`src/verilog/pafe_pkg.sv`:
```
// Constants and types of the front-end serial register block.
//
// Behaviour
// - Every register holds twelve bits, bit 0 least significant.
// - Frame is R/W bit, three address bits, twelve data bits.
// - Data changes on falling serial clock, sampled on rising edge.
// - Select high returns the frame machine to the R/W state.
// - Write frames load the addressed register on the sixteenth edge.
// - Three address bits decode eight twelve-bit slots.
// - Map: 0 sample, 1 flags, 2 gain 003h, 3 enables 12Ch, 4 identity.
// - Sample field sits in bits 9 to 0.
// - Overcurrent flag bit 2 latches, cleared by writing 0.
// - Thermal flag bit 1 latches, cleared by writing 0.
// - Gain bits 7-6 and 5-4 select the two receive gains.
// - Gain bits 3-2 select transmit gain, 1-0 current limit.
// - Enable bit 9 switches the zero-crossing detectors.
// - Enable bit 8 selects the narrow receive band.
// - Enable bits 7, 6, 5, 3 switch amplifier and chains.
// - Enable bit 4 selects the internal DAC.
// - Enable bit 2 switches the receive high-pass filter.
// - Writing enable bit 1 resets all registers and the serial logic.
// - Enable bit 0 powers down blocks; registers and serial stay.
// - Enable pin low lowers power, keeps registers and transfers.
// - Power-on reset returns every register to its default.
// - A latched fault flag drives the fault interrupt output.
package pafe_pkg;
  localparam int unsigned REG_W      = 12;
  localparam int unsigned ADDR_W     = 3;
  localparam int unsigned CNT_W      = 4;
  localparam logic [3:0]  CNT_HDR_END = 4'h3;
  localparam logic [3:0]  CNT_DATA1  = 4'h4;
  localparam logic [3:0]  CNT_LAST   = 4'hF;
  localparam logic [2:0]  ADDR_SAMPLE  = 3'h0;
  localparam logic [2:0]  ADDR_FLAGS   = 3'h1;
  localparam logic [2:0]  ADDR_GAIN    = 3'h2;
  localparam logic [2:0]  ADDR_ENABLES = 3'h3;
  localparam logic [2:0]  ADDR_IDENT   = 3'h4;
  localparam logic [11:0] RST_SAMPLE  = 12'h000;
  localparam logic [11:0] RST_GAIN    = 12'h003;
  localparam logic [11:0] RST_ENABLES = 12'h12C;
  // Identity values are arbitrary.
  localparam logic [4:0]  IDENT_NUMBER   = 5'h0A;
  localparam logic [2:0]  IDENT_REVISION = 3'h2;
  localparam int unsigned SAMPLE_MSB = 9;
  localparam int unsigned FLAG_OVC   = 2;
  localparam int unsigned FLAG_THERM = 1;
  localparam int unsigned GAIN_RX2   = 6;
  localparam int unsigned GAIN_RX1   = 4;
  localparam int unsigned GAIN_TX    = 2;
  localparam int unsigned GAIN_ILIM  = 0;
  localparam int unsigned EN_ZC      = 9;
  localparam int unsigned EN_BAND    = 8;
  localparam int unsigned EN_PA      = 7;
  localparam int unsigned EN_TX      = 6;
  localparam int unsigned EN_RX      = 5;
  localparam int unsigned EN_DAC     = 4;
  localparam int unsigned EN_PAN     = 3;
  localparam int unsigned EN_HP      = 2;
  localparam int unsigned EN_SRST    = 1;
  localparam int unsigned EN_PD      = 0;
  localparam logic [5:0]  PIN_RST    = 6'h20;
  typedef enum logic [0:0] {PH_HEADER, PH_DATA} pafe_phase_t;
endpackage

```
`src/verilog/pafe_reg_if.sv`:
```
// Carrier between the frame logic and the register bank.
`timescale 1ns/1ps
interface pafe_reg_if;
  logic        wr_en;
  logic [2:0]  addr;
  logic [11:0] wdata;
  logic [11:0] rdata;
  logic [11:0] sample;
  logic [11:0] gain;
  logic [11:0] enables;
  logic [1:0]  flags;
  logic        soft_rst;
  modport bank (input wr_en, addr, wdata,
                output rdata, sample, gain, enables, flags, soft_rst);
  modport frame (output wr_en, addr, wdata,
                 input rdata, sample, gain, enables, flags, soft_rst);
endinterface

```
`src/verilog/pafe_sync.sv`:
```
// Two-stage synchroniser for pin inputs.
`timescale 1ns/1ps
module pafe_sync #(
  parameter int unsigned W = 1,
  parameter logic [W-1:0] RST_VAL = '0
) (
  // Clock and reset
  input  wire logic         clock,
  input  wire logic         reset,
  input  wire logic         clk_en,
  // Data
  input  wire logic [W-1:0] pin_in,
  output logic      [W-1:0] pin_sync
);
  logic [W-1:0] meta_q;

  always_ff @(posedge clock or posedge reset) begin
    if (reset) begin
      meta_q   <= RST_VAL;
      pin_sync <= RST_VAL;
    end else if (clk_en) begin
      meta_q   <= pin_in;
      pin_sync <= meta_q;
    end
  end
endmodule // pafe_sync

```
`src/verilog/pafe_reg_bank.sv`:
```
// Register bank: sample, fault flags, gain, enables and identity.
`timescale 1ns/1ps
module pafe_reg_bank (
  // Clock and reset
  input  wire logic clock,
  input  wire logic reset,
  input  wire logic clk_en,
  // Fault events
  input  wire logic ovc_evt,
  input  wire logic therm_evt,
  // Register access
  pafe_reg_if.bank  rif
);
  logic [11:0] sample_q, gain_q, enables_q, rdata_q;
  logic        ovc_q, therm_q, srst_q;
  logic [11:0] ident_word;

  function automatic logic hit(input logic [2:0] a, input logic [2:0] t);
    hit = (a == t);
  endfunction

  assign ident_word = {4'h0, pafe_pkg::IDENT_NUMBER, pafe_pkg::IDENT_REVISION};
  assign rif.rdata = rdata_q;
  assign rif.sample = sample_q;
  assign rif.gain = gain_q;
  assign rif.enables = enables_q;
  assign rif.flags = {ovc_q, therm_q};
  assign rif.soft_rst = srst_q;

  // Soft reset pulse, one cycle after the write.
  always_ff @(posedge clock or posedge reset) begin
    if (reset) begin
      srst_q <= 1'b0;
    end else if (clk_en) begin
      srst_q <= rif.wr_en && hit(rif.addr, pafe_pkg::ADDR_ENABLES)
                && rif.wdata[pafe_pkg::EN_SRST];
    end
  end

  // Writable registers; power-on and soft reset give defaults.
  always_ff @(posedge clock or posedge reset) begin
    if (reset) begin
      sample_q  <= pafe_pkg::RST_SAMPLE;
      gain_q    <= pafe_pkg::RST_GAIN;
      enables_q <= pafe_pkg::RST_ENABLES;
    end else if (clk_en) begin
      if (srst_q) begin
        sample_q  <= pafe_pkg::RST_SAMPLE;
        gain_q    <= pafe_pkg::RST_GAIN;
        enables_q <= pafe_pkg::RST_ENABLES;
      end else if (rif.wr_en) begin
        if (hit(rif.addr, pafe_pkg::ADDR_SAMPLE)) begin
          sample_q <= rif.wdata;
        end
        if (hit(rif.addr, pafe_pkg::ADDR_GAIN)) begin
          gain_q <= rif.wdata;
        end
        if (hit(rif.addr, pafe_pkg::ADDR_ENABLES)) begin
          enables_q <= rif.wdata;
        end
      end
    end
  end

  // Fault flags: a new event wins over any clear.
  always_ff @(posedge clock or posedge reset) begin
    if (reset) begin
      ovc_q   <= 1'b0;
      therm_q <= 1'b0;
    end else if (clk_en) begin
      if (ovc_evt) begin
        ovc_q <= 1'b1;
      end else if (srst_q || (rif.wr_en && hit(rif.addr, pafe_pkg::ADDR_FLAGS)
                   && !rif.wdata[pafe_pkg::FLAG_OVC])) begin
        ovc_q <= 1'b0;
      end
      if (therm_evt) begin
        therm_q <= 1'b1;
      end else if (srst_q || (rif.wr_en && hit(rif.addr, pafe_pkg::ADDR_FLAGS)
                   && !rif.wdata[pafe_pkg::FLAG_THERM])) begin
        therm_q <= 1'b0;
      end
    end
  end

  // Registered read mux; unmapped slots read zero.
  always_ff @(posedge clock or posedge reset) begin
    if (reset) begin
      rdata_q <= 12'h000;
    end else if (clk_en) begin
      case (rif.addr)
        pafe_pkg::ADDR_SAMPLE:  rdata_q <= {2'h0, sample_q[9:0]};
        pafe_pkg::ADDR_FLAGS:   rdata_q <= {9'h000, ovc_q, therm_q, 1'b0};
        pafe_pkg::ADDR_GAIN:    rdata_q <= gain_q;
        pafe_pkg::ADDR_ENABLES: rdata_q <= enables_q;
        pafe_pkg::ADDR_IDENT:   rdata_q <= ident_word;
        default:                rdata_q <= 12'h000;
      endcase
    end
  end

  AST_SOFT_DEFAULTS: assert property (@(posedge clock) disable iff (reset)
    clk_en && rif.wr_en && hit(rif.addr, pafe_pkg::ADDR_ENABLES)
    && rif.wdata[pafe_pkg::EN_SRST] ##1 clk_en
    |=> enables_q == pafe_pkg::RST_ENABLES && gain_q == pafe_pkg::RST_GAIN)
    else $error("Soft reset did not restore defaults.");

  AST_SRST_SELF_CLEAR: assert property (@(posedge clock) disable iff (reset)
    clk_en && srst_q |=> !enables_q[pafe_pkg::EN_SRST])
    else $error("Soft-reset bit did not clear itself.");

  AST_OVC_CLEAR: assert property (@(posedge clock) disable iff (reset)
    clk_en && !ovc_evt && rif.wr_en && hit(rif.addr, pafe_pkg::ADDR_FLAGS)
    && !rif.wdata[pafe_pkg::FLAG_OVC] |=> !ovc_q)
    else $error("Overcurrent flag not cleared by writing 0.");

  AST_THERM_SET: assert property (@(posedge clock) disable iff (reset)
    clk_en && therm_evt |=> therm_q)
    else $error("Thermal flag did not latch.");
endmodule // pafe_reg_bank

```
`src/verilog/pafe_spi_regs.sv`:
```
// Top of the front-end serial slave and its register bank.
`timescale 1ns/1ps
module pafe_spi_regs (
  // Clock and reset
  input  wire logic       clock,
  input  wire logic       reset,
  input  wire logic       clk_en,
  // Serial link pins
  input  wire logic       serial_select_n,
  input  wire logic       sclk,
  input  wire logic       din,
  output logic            dout,
  output logic            dout_oe_n,
  // Device pins and analog fault conditions
  input  wire logic       enable_pin,
  input  wire logic       ovc_fault,
  input  wire logic       therm_fault,
  output logic            fault_irq,
  // Sample to the DAC
  output logic [9:0]      dac_sample,
  // Gain controls
  output logic [1:0]      rx_second_gain,
  output logic [1:0]      rx_first_gain,
  output logic [1:0]      tx_gain_sel,
  output logic [1:0]      current_limit_sel,
  // Block enables
  output logic            zero_cross_on,
  output logic            narrow_band_sel,
  output logic            amp_both_on,
  output logic            tx_chain_on,
  output logic            rx_chain_on,
  output logic            int_dac_on,
  output logic            amp_neg_half_on,
  output logic            highpass_on,
  output logic            power_down_bit,
  output logic            low_power
);

  // ****************************************************************
  // Declarations
  // ****************************************************************
  pafe_reg_if rif ();

  logic [5:0]            pins_sync;
  logic                  sel_s;
  logic                  sclk_s;
  logic                  din_s;
  logic                  en_s;
  logic                  ovc_s;
  logic                  therm_s;
  logic                  sclk_prev_q;
  logic                  ovc_prev_q;
  logic                  therm_prev_q;
  logic                  rise;
  logic                  fall;
  logic                  ovc_evt;
  logic                  therm_evt;
  logic                  frame_clr;
  pafe_pkg::pafe_phase_t phase_q;
  logic [3:0]            cnt_q;
  logic                  rw_q;
  logic [2:0]            addr_q;
  logic [11:0]           shin_q;
  logic [11:0]           shout_q;
  logic                  wr_en_q;
  logic [11:0]           wdata_q;
  logic                  dout_q;
  logic                  dout_oe_n_q;
  logic                  irq_q;
  logic                  low_power_q;

  // ****************************************************************
  // Pin synchronisers
  // ****************************************************************
  pafe_sync #(
    .W       (6),
    .RST_VAL (pafe_pkg::PIN_RST)
  ) u_sync (
    .clock    (clock),
    .reset    (reset),
    .clk_en   (clk_en),
    .pin_in   ({serial_select_n, sclk, din, enable_pin, ovc_fault,
                therm_fault}),
    .pin_sync (pins_sync)
  );

  assign sel_s   = pins_sync[5];
  assign sclk_s  = pins_sync[4];
  assign din_s   = pins_sync[3];
  assign en_s    = pins_sync[2];
  assign ovc_s   = pins_sync[1];
  assign therm_s = pins_sync[0];

  // ****************************************************************
  // Edge detection
  // ****************************************************************
  always_ff @(posedge clock or posedge reset) begin
    if (reset) begin
      sclk_prev_q  <= 1'b0;
      ovc_prev_q   <= 1'b0;
      therm_prev_q <= 1'b0;
    end else if (clk_en) begin
      sclk_prev_q  <= sclk_s;
      ovc_prev_q   <= ovc_s;
      therm_prev_q <= therm_s;
    end
  end

  // Serial clock edges only count while the slave is selected.
  assign rise      = !sel_s && sclk_s && !sclk_prev_q;
  assign fall      = !sel_s && !sclk_s && sclk_prev_q;
  assign ovc_evt   = ovc_s && !ovc_prev_q;
  assign therm_evt = therm_s && !therm_prev_q;
  assign frame_clr = sel_s || rif.soft_rst;

  // ****************************************************************
  // Frame state machine
  // ****************************************************************
  always_ff @(posedge clock or posedge reset) begin
    if (reset) begin
      phase_q <= pafe_pkg::PH_HEADER;
    end else if (clk_en) begin
      if (frame_clr) begin
        phase_q <= pafe_pkg::PH_HEADER;
      end else if (rise) begin
        case (phase_q)
          pafe_pkg::PH_HEADER: begin
            if (cnt_q == pafe_pkg::CNT_HDR_END) begin
              phase_q <= pafe_pkg::PH_DATA;
            end
          end
          pafe_pkg::PH_DATA: begin
            if (cnt_q == pafe_pkg::CNT_LAST) begin
              phase_q <= pafe_pkg::PH_HEADER;
            end
          end
          default: begin
            phase_q <= pafe_pkg::PH_HEADER;
          end
        endcase
      end
    end
  end

  // Edge counter; wraps for back-to-back frames under one select.
  always_ff @(posedge clock or posedge reset) begin
    if (reset) begin
      cnt_q <= 4'h0;
    end else if (clk_en) begin
      if (frame_clr) begin
        cnt_q <= 4'h0;
      end else if (rise) begin
        cnt_q <= cnt_q + 4'h1;
      end
    end
  end

  // ****************************************************************
  // Header capture
  // ****************************************************************
  always_ff @(posedge clock or posedge reset) begin
    if (reset) begin
      rw_q   <= 1'b0;
      addr_q <= 3'h0;
    end else if (clk_en) begin
      if (rise && phase_q == pafe_pkg::PH_HEADER) begin
        if (cnt_q == 4'h0) begin
          rw_q <= din_s;
        end else begin
          addr_q <= {addr_q[1:0], din_s};
        end
      end
    end
  end

  // ****************************************************************
  // Data capture and write strobe
  // ****************************************************************
  always_ff @(posedge clock or posedge reset) begin
    if (reset) begin
      shin_q <= 12'h000;
    end else if (clk_en) begin
      if (rise && phase_q == pafe_pkg::PH_DATA) begin
        shin_q <= {shin_q[10:0], din_s};
      end
    end
  end

  // The word is complete on the sixteenth rising edge.
  always_ff @(posedge clock or posedge reset) begin
    if (reset) begin
      wr_en_q <= 1'b0;
      wdata_q <= 12'h000;
    end else if (clk_en) begin
      wr_en_q <= rise && !frame_clr && phase_q == pafe_pkg::PH_DATA
                 && cnt_q == pafe_pkg::CNT_LAST && !rw_q;
      if (rise && cnt_q == pafe_pkg::CNT_LAST) begin
        wdata_q <= {shin_q[10:0], din_s};
      end
    end
  end

  assign rif.wr_en = wr_en_q;
  assign rif.addr  = addr_q;
  assign rif.wdata = wdata_q;

  // ****************************************************************
  // Read data shifter
  // ****************************************************************
  // The first data bit leaves on the falling edge after the address.
  always_ff @(posedge clock or posedge reset) begin
    if (reset) begin
      shout_q <= 12'h000;
      dout_q  <= 1'b0;
    end else if (clk_en) begin
      if (frame_clr) begin
        shout_q <= 12'h000;
        dout_q  <= 1'b0;
      end else if (fall) begin
        if (phase_q == pafe_pkg::PH_DATA && rw_q) begin
          if (cnt_q == pafe_pkg::CNT_DATA1) begin
            dout_q  <= rif.rdata[11];
            shout_q <= {rif.rdata[10:0], 1'b0};
          end else begin
            dout_q  <= shout_q[11];
            shout_q <= {shout_q[10:0], 1'b0};
          end
        end else begin
          dout_q <= 1'b0;
        end
      end
    end
  end

  // Output is released whenever select is high.
  always_ff @(posedge clock or posedge reset) begin
    if (reset) begin
      dout_oe_n_q <= 1'b1;
    end else if (clk_en) begin
      dout_oe_n_q <= sel_s;
    end
  end

  // ****************************************************************
  // Register bank
  // ****************************************************************
  pafe_reg_bank u_bank (
    .clock     (clock),
    .reset     (reset),
    .clk_en    (clk_en),
    .ovc_evt   (ovc_evt),
    .therm_evt (therm_evt),
    .rif       (rif.bank)
  );

  // ****************************************************************
  // Interrupt and power state
  // ****************************************************************
  always_ff @(posedge clock or posedge reset) begin
    if (reset) begin
      irq_q <= 1'b0;
    end else if (clk_en) begin
      irq_q <= |rif.flags;
    end
  end

  // Neither the pin nor the bit touches register contents.
  always_ff @(posedge clock or posedge reset) begin
    if (reset) begin
      low_power_q <= 1'b0;
    end else if (clk_en) begin
      low_power_q <= !en_s || rif.enables[pafe_pkg::EN_PD];
    end
  end

  // ****************************************************************
  // Outputs
  // ****************************************************************
  assign dout              = dout_q;
  assign dout_oe_n         = dout_oe_n_q;
  assign fault_irq         = irq_q;
  assign low_power         = low_power_q;
  assign dac_sample        = rif.sample[pafe_pkg::SAMPLE_MSB:0];
  assign rx_second_gain    = rif.gain[pafe_pkg::GAIN_RX2 +: 2];
  assign rx_first_gain     = rif.gain[pafe_pkg::GAIN_RX1 +: 2];
  assign tx_gain_sel       = rif.gain[pafe_pkg::GAIN_TX +: 2];
  assign current_limit_sel = rif.gain[pafe_pkg::GAIN_ILIM +: 2];
  assign zero_cross_on     = rif.enables[pafe_pkg::EN_ZC];
  assign narrow_band_sel   = rif.enables[pafe_pkg::EN_BAND];
  assign amp_both_on       = rif.enables[pafe_pkg::EN_PA];
  assign tx_chain_on       = rif.enables[pafe_pkg::EN_TX];
  assign rx_chain_on       = rif.enables[pafe_pkg::EN_RX];
  assign int_dac_on        = rif.enables[pafe_pkg::EN_DAC];
  assign amp_neg_half_on   = rif.enables[pafe_pkg::EN_PAN];
  assign highpass_on       = rif.enables[pafe_pkg::EN_HP];
  assign power_down_bit    = rif.enables[pafe_pkg::EN_PD];

  // ****************************************************************
  // Assertions
  // ****************************************************************
  AST_SELECT_IDLE: assert property (@(posedge clock) disable iff (reset)
    clk_en && sel_s |=> cnt_q == 4'h0 && phase_q == pafe_pkg::PH_HEADER)
    else $error("Select high did not return the frame to its start.");

  AST_WRITE_EDGE16: assert property (@(posedge clock) disable iff (reset)
    clk_en && rise && !frame_clr && phase_q == pafe_pkg::PH_DATA
    && cnt_q == pafe_pkg::CNT_LAST && !rw_q |=> wr_en_q && cnt_q == 4'h0)
    else $error("Write strobe missing on the sixteenth edge.");

  AST_NO_WRITE_ON_READ: assert property (@(posedge clock) disable iff (reset)
    $past(clk_en) && wr_en_q |-> !rw_q && $past(cnt_q) == pafe_pkg::CNT_LAST)
    else $error("Write strobe outside a write frame.");

  AST_OE_FOLLOWS_SELECT: assert property (@(posedge clock) disable iff (reset)
    clk_en && sel_s |=> dout_oe_n_q && !dout_q)
    else $error("Data output not released while deselected.");

  AST_IRQ_ON_FLAG: assert property (@(posedge clock) disable iff (reset)
    clk_en && rif.flags != 2'h0 |=> irq_q)
    else $error("Fault interrupt not raised for a latched flag.");

  AST_LOW_POWER_PIN: assert property (@(posedge clock) disable iff (reset)
    clk_en && !en_s |=> low_power_q)
    else $error("Enable pin low did not enter low power.");

endmodule // pafe_spi_regs

```
`config.mk`:
```
export PLATFORM = sky130hd
export DESIGN_NAME = pafe_spi_regs
export DESIGN_NICKNAME = d
export VERILOG_FILES = /design/src/verilog/pafe_pkg.sv /design/src/verilog/pafe_reg_if.sv /design/src/verilog/pafe_sync.sv /design/src/verilog/pafe_reg_bank.sv /design/src/verilog/pafe_spi_regs.sv
export SDC_FILE = /design/constraint.sdc
export NUM_CORES = 1
export LEC_CHECK = 0
export BUFFER_PORTS_ARGS = -buffer_cell sky130_fd_sc_hd__buf_2
export CORE_UTILIZATION = 60
export DETAILED_ROUTE_END_ITERATION = 10
export PLACE_DENSITY = 0.8
export SETUP_SLACK_MARGIN = 0.5
export SYNTH_ARGS = -nofsm -noshare
export SYNTH_HDL_FRONTEND = slang
export SYNTH_HIERARCHICAL = 1
export SYNTH_SLANG_ARGS = --single-unit
```
`constraint.sdc`:
```
create_clock -name clock -period 1.95 [get_ports clock]
set_input_delay 0.0975 -clock clock [delete_from_list [all_inputs] [get_ports clock]]
set_output_delay 0.0975 -clock clock [all_outputs]
set_load 0.03 [all_outputs]
```
# ---- Word level (Yosys, flattened, before mapping)
# Cells that the tools add are included.
dict set report word_totals {
  regBits 113
  in_bits 9
  elab_cells 120
  out_inout_bits 31
}
dict set report op_classes {
  n_bitwise 2
  eq_ne 7
  addsub 1
  n_reduce_logical 57
  muxes 29
}
# operator count
set ops {}
lappend ops {{two-way mux 12 bit} 10}
lappend ops {{case mux 12 bit (5 select lines)} 1}
lappend ops {{two-way mux 10 bit} 3}
lappend ops {{logical AND 1 bit} 19}
lappend ops {{AND reduction 3 bit} 6}
lappend ops {{nonzero test 2 bit} 9}
lappend ops {{two-way mux 1 bit} 12}
lappend ops {{AND reduction 2 bit} 6}
lappend ops {{logical NOT 1 bit} 10}
lappend ops {{two-way mux 4 bit} 2}
lappend ops {{== test 3 x 2 -> 1 bit, second input constant} 2}
lappend ops {{adder 4 x 1 -> 4 bit, second input constant} 1}
lappend ops {{== test 4 x 2 -> 1 bit, second input constant} 1}
lappend ops {{== test 4 x 3 -> 1 bit, second input constant} 1}
lappend ops {{== test 4 bit, second input constant} 1}
lappend ops {{logical NOT 4 bit} 1}
lappend ops {{logical OR 1 bit} 4}
lappend ops {{== test 3 x 1 -> 1 bit, second input constant} 1}
lappend ops {{== test 3 bit, second input constant} 1}
lappend ops {{logical NOT 3 bit} 1}
lappend ops {{inverter 1 bit} 2}
lappend ops {{case mux 1 bit (2 select lines)} 1}
lappend ops {{OR reduction 2 bit} 1}

# ---- Depth between registers and ports, before layout
# Gate-level depths: netlist (run 1).
dict set report logic_depth {
  depth_word 7
  ltp_mapped 6
  mapped_depth_nobuf 5
}

# ---- By module
# Netlist (run 1), hierarchy kept.
# module area_per_inst_um2 seq_area_each_um2 n_inst cells_each
set modules_own_cells {}
lappend modules_own_cells {pafe_reg_bank 2398.6 1283.7 1 223}
lappend modules_own_cells {pafe_spi_regs 2210.9 1277.5 1 160}
lappend modules_own_cells {pafe_sync 490.5 302.8 1 26}

# ---- Worst setup path after synthesis (run 1)
# Ideal clock, no wire load.
dict set report synth_path {
  path_type {register to register}
  start {reg addr_q[1]}
  end {reg, netlist name u_bank/rif.sample[11]}
  arrival_time_ns 1.536
  path_stages_with_launch 5
  setup_time_ns 0.121
  path_buffers 1
  required_ns 1.829
  period_less_slack_ns 1.657
  setup_slack_ns 0.293
  cell_sequence {dfrtp_1 or4b_4 a21bo_1 buf_6 a22o_1}
}
# element line
set synth_rtl {}
lappend synth_rtl {{start: declaration} pafe_spi_regs.sv:62} ;# logic [2:0] addr_q;
lappend synth_rtl {{start signal: assignment} pafe_spi_regs.sv:170} ;# addr_q <= {addr_q[1:0], din_s};

# ---- Worst setup path in the final report (run 1)
dict set report layout_path {
  start {reg addr_q[1]}
  end {reg u_bank.sample_q[1], in the netlist u_bank/rif.sample[1]}
}
dict set report layout_via {
  elab_chain_len 3
}
# element line
set layout_rtl {}
lappend layout_rtl {{logical NOT 3 bit} pafe_reg_bank.sv:19} ;# hit = (a == t);
lappend layout_rtl {{nonzero test 2 bit (no line)} -}
lappend layout_rtl {{AND reduction 3 bit (no line)} -}
lappend layout_rtl {{end signal: assignment} pafe_reg_bank.sv:43} ;# sample_q <= pafe_pkg::RST_SAMPLE;
lappend layout_rtl {{end signal: assignment} pafe_reg_bank.sv:48} ;# sample_q <= pafe_pkg::RST_SAMPLE;
lappend layout_rtl {{end signal: assignment} pafe_reg_bank.sv:53} ;# sample_q <= rif.wdata;
lappend layout_rtl {{end: declaration} pafe_reg_bank.sv:14} ;# logic [11:0] sample_q, gain_q, enables_q, rdata_q;
# Every way passes these cells.
# A chain may end at the register's enable or synchronous reset.

==> impl_metrics.toml, run 1 <==
[pwr]
seqPwrFrac_pct = 52.1
switching_share_pct = 28.9
p_switching_uw = 1470
p_clk_share_pct = 27.8
p_int_uw = 3610
p_leak_uw = 0.00292
combPwrFrac_pct = 20.1
vdd_drop_max_v = 0.000618
power-per-cell-area_nw_per_um2 = 825

[detailed_routing]
drt-initial-drc-count = 307
first_pass_iters = 5
wl_per_cell_um = 21.1
wl_um = 12400
drc = 0
vias_per_cell = 6.20
ant_nets = 0
num_vias = 3634

[final_layout]
diodes = 0
register_area_um2 = 2820
area_delta_synth_final_pct = 22.5
drive_gt1_share_pct = 41.8
final_nets = 487
fill_cells = 510
multi_input_area_um2 = 2280
final_util_pct = 75.3
fin_cells = 586
final_area_um2 = 6150

[global_route]
grt_start_max_net_pins = 66
overflow = 0
antenna_found_initial = 0
grt_pass1_vias = 3531
grt_pass1_wl_um = 18600
grtUsageTotal_pct = 28.7

[worst_setup_path]
critPathMaxFanout = 4
arrival_ps = 1860
slowest_delay_ps = 550
reg2reg_to = "u_bank/rif.sample[1]"
crit_chain = "or4b_4 > buf_4 > a32oi_1 > o22ai_1"
ff2ff_setup_slack_ps = 340
critPathKind = "reg2reg"
critPathCaptureType = "register"
worstPathRequired_ps = 2200
reg2reg_from = "addr_q[1]"
startpoint_type = "register"
worst-r2r-cell-count = 4
crit_path_top_delay_cell = "or4b_4"

[clocking]
htreeDepth = 3
clock-root-buffer = "clkbuf_8"
cts_sinks = 112
clk_latency_ps = 380
cts_buffers = 9
clockBufferDepth = 2
cts_tree = "yes"
cts.clk_slew.worst_paths_ps = 100

[floorplan]
die_h_um = 93.5
start_util_pct = 61.4
die_w_um = 93.5
core_area_um2 = 8180
rows = 33
ios = 40
die_area_um2 = 8740

[outcome]
outcome = "finished clean"

[sta]
fin_crit_sh_pct = 82.7
rsz0062_at_grt = "true"
setup_violations = 0
setup_tns_ps = 0
fin_crit_ps = 1610
slew_viol_final = 0
finClkSkew_ps = 9.80
fmax_mhz = 620
slew_headroom_pct = 51.5
hold_violations = 0
worst_pin_slew_ps = 727

[synth]
synth.net_count = 414
syn_avg_cell_area_um2 = 12.5
syn-cell-area_um2 = 5020
synth_cells = 403
yosysWarnings = 6

[worst_hold_path]
hold_path.class = "in2reg"
min-delay-start = "clk_en"
hold_depth = 2
hold_end = "u_sync/pin_sync[4]"

[placed_design]
place_hpwl_um = 7410
place_congestion = 0.902
placed_area_um2 = 5330
io_buffers = 39
placed_cells = 535

[job]
maxCapViolCount = 0
-- per-stage QoR --
step           hold slack, ps  worst slack (ps)  total power (uW)
5_1_grt                   201               306              5280
3_5_place_dp              160               263              3380
2_1_floorplan           -39.2               369              3180
6_report                  213               338              5080
3_3_place_gp              150               335              3350
4_1_cts                   164               388              4930
-- power groups by stage --
stage,clock [uW],combinational [uW],sequential [uW]
2_1_floorplan,0,539,2640
3_3_place_gp,0,674,2670
3_5_place_dp,0,696,2690
4_1_cts,1430,881,2620
5_1_grt,1530,1080,2670
6_report,1410,1020,2650
-- area by class of cell --
class | instances | share of cell area (%)
timing repair buffer | 87 | 10.4
clock buffer | 10 | 2.07
clock inverter | 6 | 1.20
tap | 105 | 2.14
multi-input combinational | 246 | 37.0
inverter | 20 | 1.28
sequential | 112 | 45.9
-- routing by layer --
layer,part of all wire [%],GRT usage (%)
met5,0,0
met4,1.8,11.5
met3,5.3,5.69
met2,51,46.3
met1,41,38.2
-- worst max-delay path by stage --
stage	endpoint	start
after global routing	u_bank/rif.sample[1]	addr_q[2]
after floorplan	u_bank/rif.sample[2]	addr_q[1]
after CTS	u_bank/rif.sample[2]	addr_q[2]
after global placement	u_bank/rif.sample[7]	addr_q[1]
after detailed placement	u_bank/rif.sample[2]	addr_q[2]
final	u_bank/rif.sample[1]	addr_q[1]
-- timing repair --
action / in CTS / in global routing
endpoints found under the hold margin: 74 / 0
resized for setup: 43 / 44
pin swaps: 12 / 23
setup buffers: 15 / 7
endpoints found under the setup margin: 82 / 72
hold buffers: 7 / 0
gates cloned: 2 / 4
-- state kept, by name, summed over array words and instances, names as in the netlist, 3 cells and up --
name                cells
addr_q                  3
shin_q                 11
u_sync/pin_sync         6
u_bank/rif.gain        12
u_bank/rif.sample      10
shout_q                11
u_sync/meta_q           6
u_bank/rif.rdata       12
rif.wdata              12
u_bank/rif.enables     12
cnt_q                   4
-- cells in the final DEF, fill, tap and decap left out, types with 12 or more instances in the layout --
master and n:
mux2i_1 14, o21ai_0 13, a22o_1 22, o2bb2ai_1 12, dfrtp_1 95, nor2_1 14
mux2_2 17, buf_4 31, inv_1 15, buf_2 39, nand2_1 21, mux2_4 28
-- critical path, delay by kind of cell, from the launching register on --
family / cells / cell delay [ps]
AND/OR/NAND/NOR: 1 / 550
AO/OA/AOI/OAI: 2 / 310
flip-flops: 1 / 450
buffers and inverters: 1 / 170
Power figures use the tool's default switching activity.
==> run 2: changes to the inputs <==
==> constraint.sdc (replaced) <==
create_clock -name clock -period 1.7 [get_ports clock]
set_input_delay 0.085 -clock clock [delete_from_list [all_inputs] [get_ports clock]]
set_output_delay 0.085 -clock clock [all_outputs]
set_load 0.03 [all_outputs]
==> impl_metrics.toml, run 2 (same netlist as run 1, synthesis figures left out) <==
[clocking]
clock-root-buffer = "clkbuf_8"
cts_sinks = 112
cts_tree = "yes"
cts.clk_slew.worst_paths_ps = 110
htreeDepth = 3
clk_latency_ps = 380
clockBufferDepth = 2
cts_buffers = 9

[sta]
setup_tns_ps = 0
hold_violations = 0
finClkSkew_ps = 11.0
setup_violations = 0
fin_crit_ps = 1610
fin_crit_sh_pct = 94.8
fmax_mhz = 620
worst_pin_slew_ps = 556
rsz0062_at_grt = "true"
slew_viol_final = 0
slew_headroom_pct = 62.9

[global_route]
grtUsageTotal_pct = 30.7
antenna_found_initial = 0
grt_pass1_wl_um = 20200
overflow = 0
grt_start_max_net_pins = 49
grt_pass1_vias = 3824

[worst_setup_path]
startpoint_type = "register"
critPathCaptureType = "register"
critPathKind = "reg2reg"
worstPathRequired_ps = 1980
arrival_ps = 1890
critPathMaxFanout = 7
slowest_delay_ps = 560
crit_chain = "or4b_4 > a21bo_4 > a22o_1"
worst-path-buf-inv = 0
crit_path_top_delay_cell = "or4b_4"
crit_family = "simple AND/OR/NAND/NOR gates"

[detailed_routing]
drc = 0
vias_per_cell = 6.46
drt-initial-drc-count = 334
first_pass_iters = 5
ant_nets = 0
num_vias = 3889
wl_per_cell_um = 23.5
wl_um = 14100

[worst_hold_path]
hold_path.class = "in2reg"

[final_layout]
multi_input_area_um2 = 2470
diodes = 0
final_nets = 503
area_delta_synth_final_pct = 31.3
fill_cells = 414
register_area_um2 = 2820
drive_gt1_share_pct = 49.7
layout.cells.most_common_list = "dfrtp_1 (95), mux2_4 (44), buf_2 (32), buf_4 (32), buf_6 (26)"
final_common_cell = "dfrtp_1"

[placed_design]
io_buffers = 39
place_congestion = 0.849
place_hpwl_um = 7860

[floorplan]
rows = 33
die_h_um = 93.5
die_area_um2 = 8740
die_w_um = 93.5
ios = 40
core_area_um2 = 8180
start_util_pct = 61.4

[pwr]
power-per-cell-area_nw_per_um2 = 955
vdd_drop_max_v = 0.000919
p_leak_uw = 0.00305
total_power_uw = 6300

[job]
maxCapViolCount = 0

[outcome]
outcome = "finished clean"
run 2: cell types whose count changed in the layout (fill, tap and decap cells not counted), moves of 3 or more:
cell     delta
mux2i_1     -4
mux2_4     +16
mux2_1      -5
nand2_1     -8
o21ai_1     +3
nand2_2     +8
buf_12      +5
buf_2       -7
o21ai_0     -5
buf_6      +20
mux2_2     -11
run 2: routing by layer:
layer / up-vias / share of wire, % / global-route usage, %
met5: - / 0 / 0
met4: 0 / 3.1 / 9.23
met2: 161 / 51 / 49.8
met3: 43 / 5.9 / 7.07
met1: 2035 / 40 / 41.5
li1: 1650 / - / -
run 2: cell type report:
type                    count  area share (%)
clock buffers              11            2.14
clock inverters             5           0.740
inverters                  20            1.25
multi-input cells         245            37.4
flip-flops and latches    112            42.8
well taps                 105            1.99
repair buffers            104            13.6
run 2: worst paths after layout:
path	endpoint	slack (ps)	cells past startpoint	from
min reg2reg	low_power	480	1	u_sync/pin_sync[2]
max	u_bank/rif.sample[8]	90	3	addr_q[0]
max in group asynchronous	dout_oe_n	800	4	reset
min in group asynchronous	rif.wdata[2]	320	3	reset
max reg2reg	u_bank/rif.sample[8]	90	3	addr_q[0]
min	shout_q[1]	220	3	clk_en
run 2: worst min-delay path, cell delays in order:
cell	delay (ps)
buf_2	220
nand3_4	180
o2bb2ai_1	70
run 2: power breakdown:
part	switching, uW	internal, uW	total [uW]	leakage, uW
sequential	185	2860	3040	0.00143
combinational	790	894	1680	0.00152
clock	965	610	1570	0.0000984
run 2: timing repair:
item                                    CTS  global route
gates cloned                              2             2
endpoints found under the setup margin   96            98
setup buffers                            25            12
gates resized for setup                  67            51
pin swaps                                19            21
hold buffers                              7             0
hold endpoints to repair                 56             0
run 2: per-stage QoR:
stage	std cells	utilization, %	hold WS [ps]	cell area [um2]	setup slack [ps]
finish	602	80.7	220	6600	87.7
global route	602	80.7	247	6600	62.4
CTS	588	76.8	203	6280	153
detailed placement	538	68.2	178	5580	88.6
global placement	538	68.2	165	5580	141
floorplan	403	-	-51.8	5280	122
==> run 3: changes to the inputs <==
--- a/config.mk
+++ b/config.mk
@@ -6,11 +6,10 @@
 export NUM_CORES = 1
 export LEC_CHECK = 0
 export BUFFER_PORTS_ARGS = -buffer_cell sky130_fd_sc_hd__buf_2
-export CORE_UTILIZATION = 60
+export CORE_UTILIZATION = 59
 export DETAILED_ROUTE_END_ITERATION = 10
-export PLACE_DENSITY = 0.8
+export PLACE_DENSITY = 0.79
 export SETUP_SLACK_MARGIN = 0.5
 export SYNTH_ARGS = -nofsm -noshare
 export SYNTH_HDL_FRONTEND = slang
-export SYNTH_HIERARCHICAL = 1
 export SYNTH_SLANG_ARGS = --single-unit
==> impl_metrics.toml, run 3 <==
[global_route]
top_usage_layer = "met2"
met1_usage_pct = 34.3
grt_start_max_net_pins = 113
antenna_found_initial = 0
grtUsageTotal_pct = 27.9
overflow = 0
met2_usage_pct = 49.1
grt_pass1_vias = 3618
grt_pass1_wl_um = 18100
grtUsageMet3_pct = 5.69

[synth]
synth.net_count = 428
synth_cell_types = 54
synth_cells = 417
yosysTopAreaCell = "dfrtp_1"
ys_seq_elements = 112
syn-cell-area_um2 = 4900
synth_top_area_share_pct = 52.6
yosysWarnings = 0
syn_avg_cell_area_um2 = 11.8
yosysMostFrequentCell = "dfrtp_1"
synth_edf_count = 0
synth_area_leaders = "dfrtp_1 (53%), mux2_2 (11%), dfstp_2 (4.8%)"
yosysSeqAreaShare_pct = 57.4
async_flop_share_pct = 100
ys.flop_type = "dfrtp_1"
synthTopCellsByCount = "dfrtp_1 (103), mux2_2 (48), nand2_1 (44), nor2_1 (20)"

[detailed_routing]
first_pass_iters = 4
ant_nets = 0
vias_per_cell = 6.11
drc = 0
wl_um = 13000
drt-initial-drc-count = 182
num_vias = 3737
wl_per_cell_um = 21.2

[pwr]
power-per-cell-area_nw_per_um2 = 1110
p_leak_uw = 0.00304
vdd_drop_max_v = 0.000632

[final_layout]
drive_gt1_share_pct = 51.6
layout.cells.most_common_list = "dfrtp_1 (97), nand2_1 (39), mux2_2 (35)"
area_delta_synth_final_pct = 35.4
final_nets = 517
final_common_cell = "dfrtp_1"
final_util_pct = 84.2
diodes = 0

[outcome]
outcome = "finished clean"

[worst_setup_path]
ff2ff_setup_slack_ps = 50
worstPathRequired_ps = 1960
arrival_ps = 1910
critPathKind = "reg2reg"
reg2reg_to = "shout_q[5]"
startpoint_type = "register"
critPathMaxFanout = 5
reg2reg_from = "cnt_q[1]"
worst-r2r-cell-count = 8
critPathCaptureType = "register"

[sta]
fmax_mhz = 607
finClkSkew_ps = 7.49
rsz0062_at_grt = "true"
slew_viol_final = 0
hold_violations = 0
fin_crit_ps = 1650
worst_pin_slew_ps = 605
setup_violations = 0
setup_tns_ps = 0
slew_headroom_pct = 59.7
fin_crit_sh_pct = 96.9

[floorplan]
ios = 40
core_area_um2 = 7890
rows = 32
start_util_pct = 62.2
die_area_um2 = 8680
die_h_um = 93.2
die_w_um = 93.2

[clocking]
cts_buffers = 9
cts_tree = "yes"
cts_sinks = 112
htreeDepth = 3
clock-root-buffer = "clkbuf_8"
cts.clk_slew.worst_paths_ps = 100
clockBufferDepth = 2
clk_latency_ps = 380

[worst_hold_path]
hold_end = "dout_oe_n"
hold_depth = 2
min-delay-start = "clk_en"
hold_path.class = "in2reg"

[placed_design]
place_hpwl_um = 6930
io_buffers = 39
place_congestion = 0.799

[job]
maxCapViolCount = 0
run 3: logic make-up after synthesis:
group / synth area share [%]
simple gates: 11.0
xor+xnor: 0.536
mux: 12.7
flops: 57.4
compound gates: 12.5
buf+inv: 5.33
fa+ha+maj: 0.510
run 3: per-stage QoR:
step           instances  cell area, um2  hold WS [ps]  setup WS, ps  total power [uW]
4_1_cts              592            6070           160           100              6630
5_1_grt              612            6640           175          37.2              7590
6_report             612            6640           172          53.0              7350
3_3_place_gp         540            5350           297           123              4340
2_1_floorplan        417            5140           237           177              4150
3_5_place_dp         540            5350           296          76.7              4380
run 3: final cells by class:
cell class | count | area, um2
inverters | 20 | 82.6
flip-flops and latches | 112 | 2820
repair buffers | 110 | 1060
fillers | 354 | 1250
clock inverters | 6 | 91.3
clock buffers | 9 | 124
repair inverters | 1 | 7.51
multi-input cells | 252 | 2320
well taps | 102 | 128
run 3: how the worst max path moves through the flow:
stage / start / endpoint / slack [ps] / cells after the start
floorplan: cnt_q[1] / addr_q[0] / 180 / 5
global placement: cnt_q[0] / addr_q[1] / 120 / 5
detailed placement: addr_q[1] / u_bank.rif.gain[11] / 80 / 4
CTS: cnt_q[1] / addr_q[0] / 100 / 5
global route: cnt_q[1] / shout_q[5] / 40 / 8
finish: cnt_q[1] / shout_q[5] / 50 / 8
run 3: worst max-delay path: stages, from the launching register on:
cell and delay, ps:
dfrtp_1 430, inv_2 70, ha_4 160, buf_4 130, nand3b_1 100, buf_6 150, clkbuf_16 150, mux2i_1 230
o21ai_1 110
run 3: routing by layer:
layer / up-vias / wire length (um)
met5: - / 0
met4: 0 / 540
met3: 47 / 625
met2: 157 / 6580
met1: 1884 / 5230
li1: 1649 / -
run 3: timing repair:
item | 4_1_cts | 5_1_grt
hold buffers | 7 | 0
resized for setup | 46 | 90
buffers inserted | 27 | 15
endpoints found under the setup margin | 96 | 100
gates cloned | 3 | 5
hold endpoints to repair | 109 | 0
pin swaps | 24 | 27
run 3: report_power, final:
part / switching, uW / total, uW / internal [uW]
Sequential: 228 / 3130 / 2900
Combinational: 1110 / 2480 / 1370
Clock: 904 / 1740 / 833
Total: 2250 / 7350 / 5100
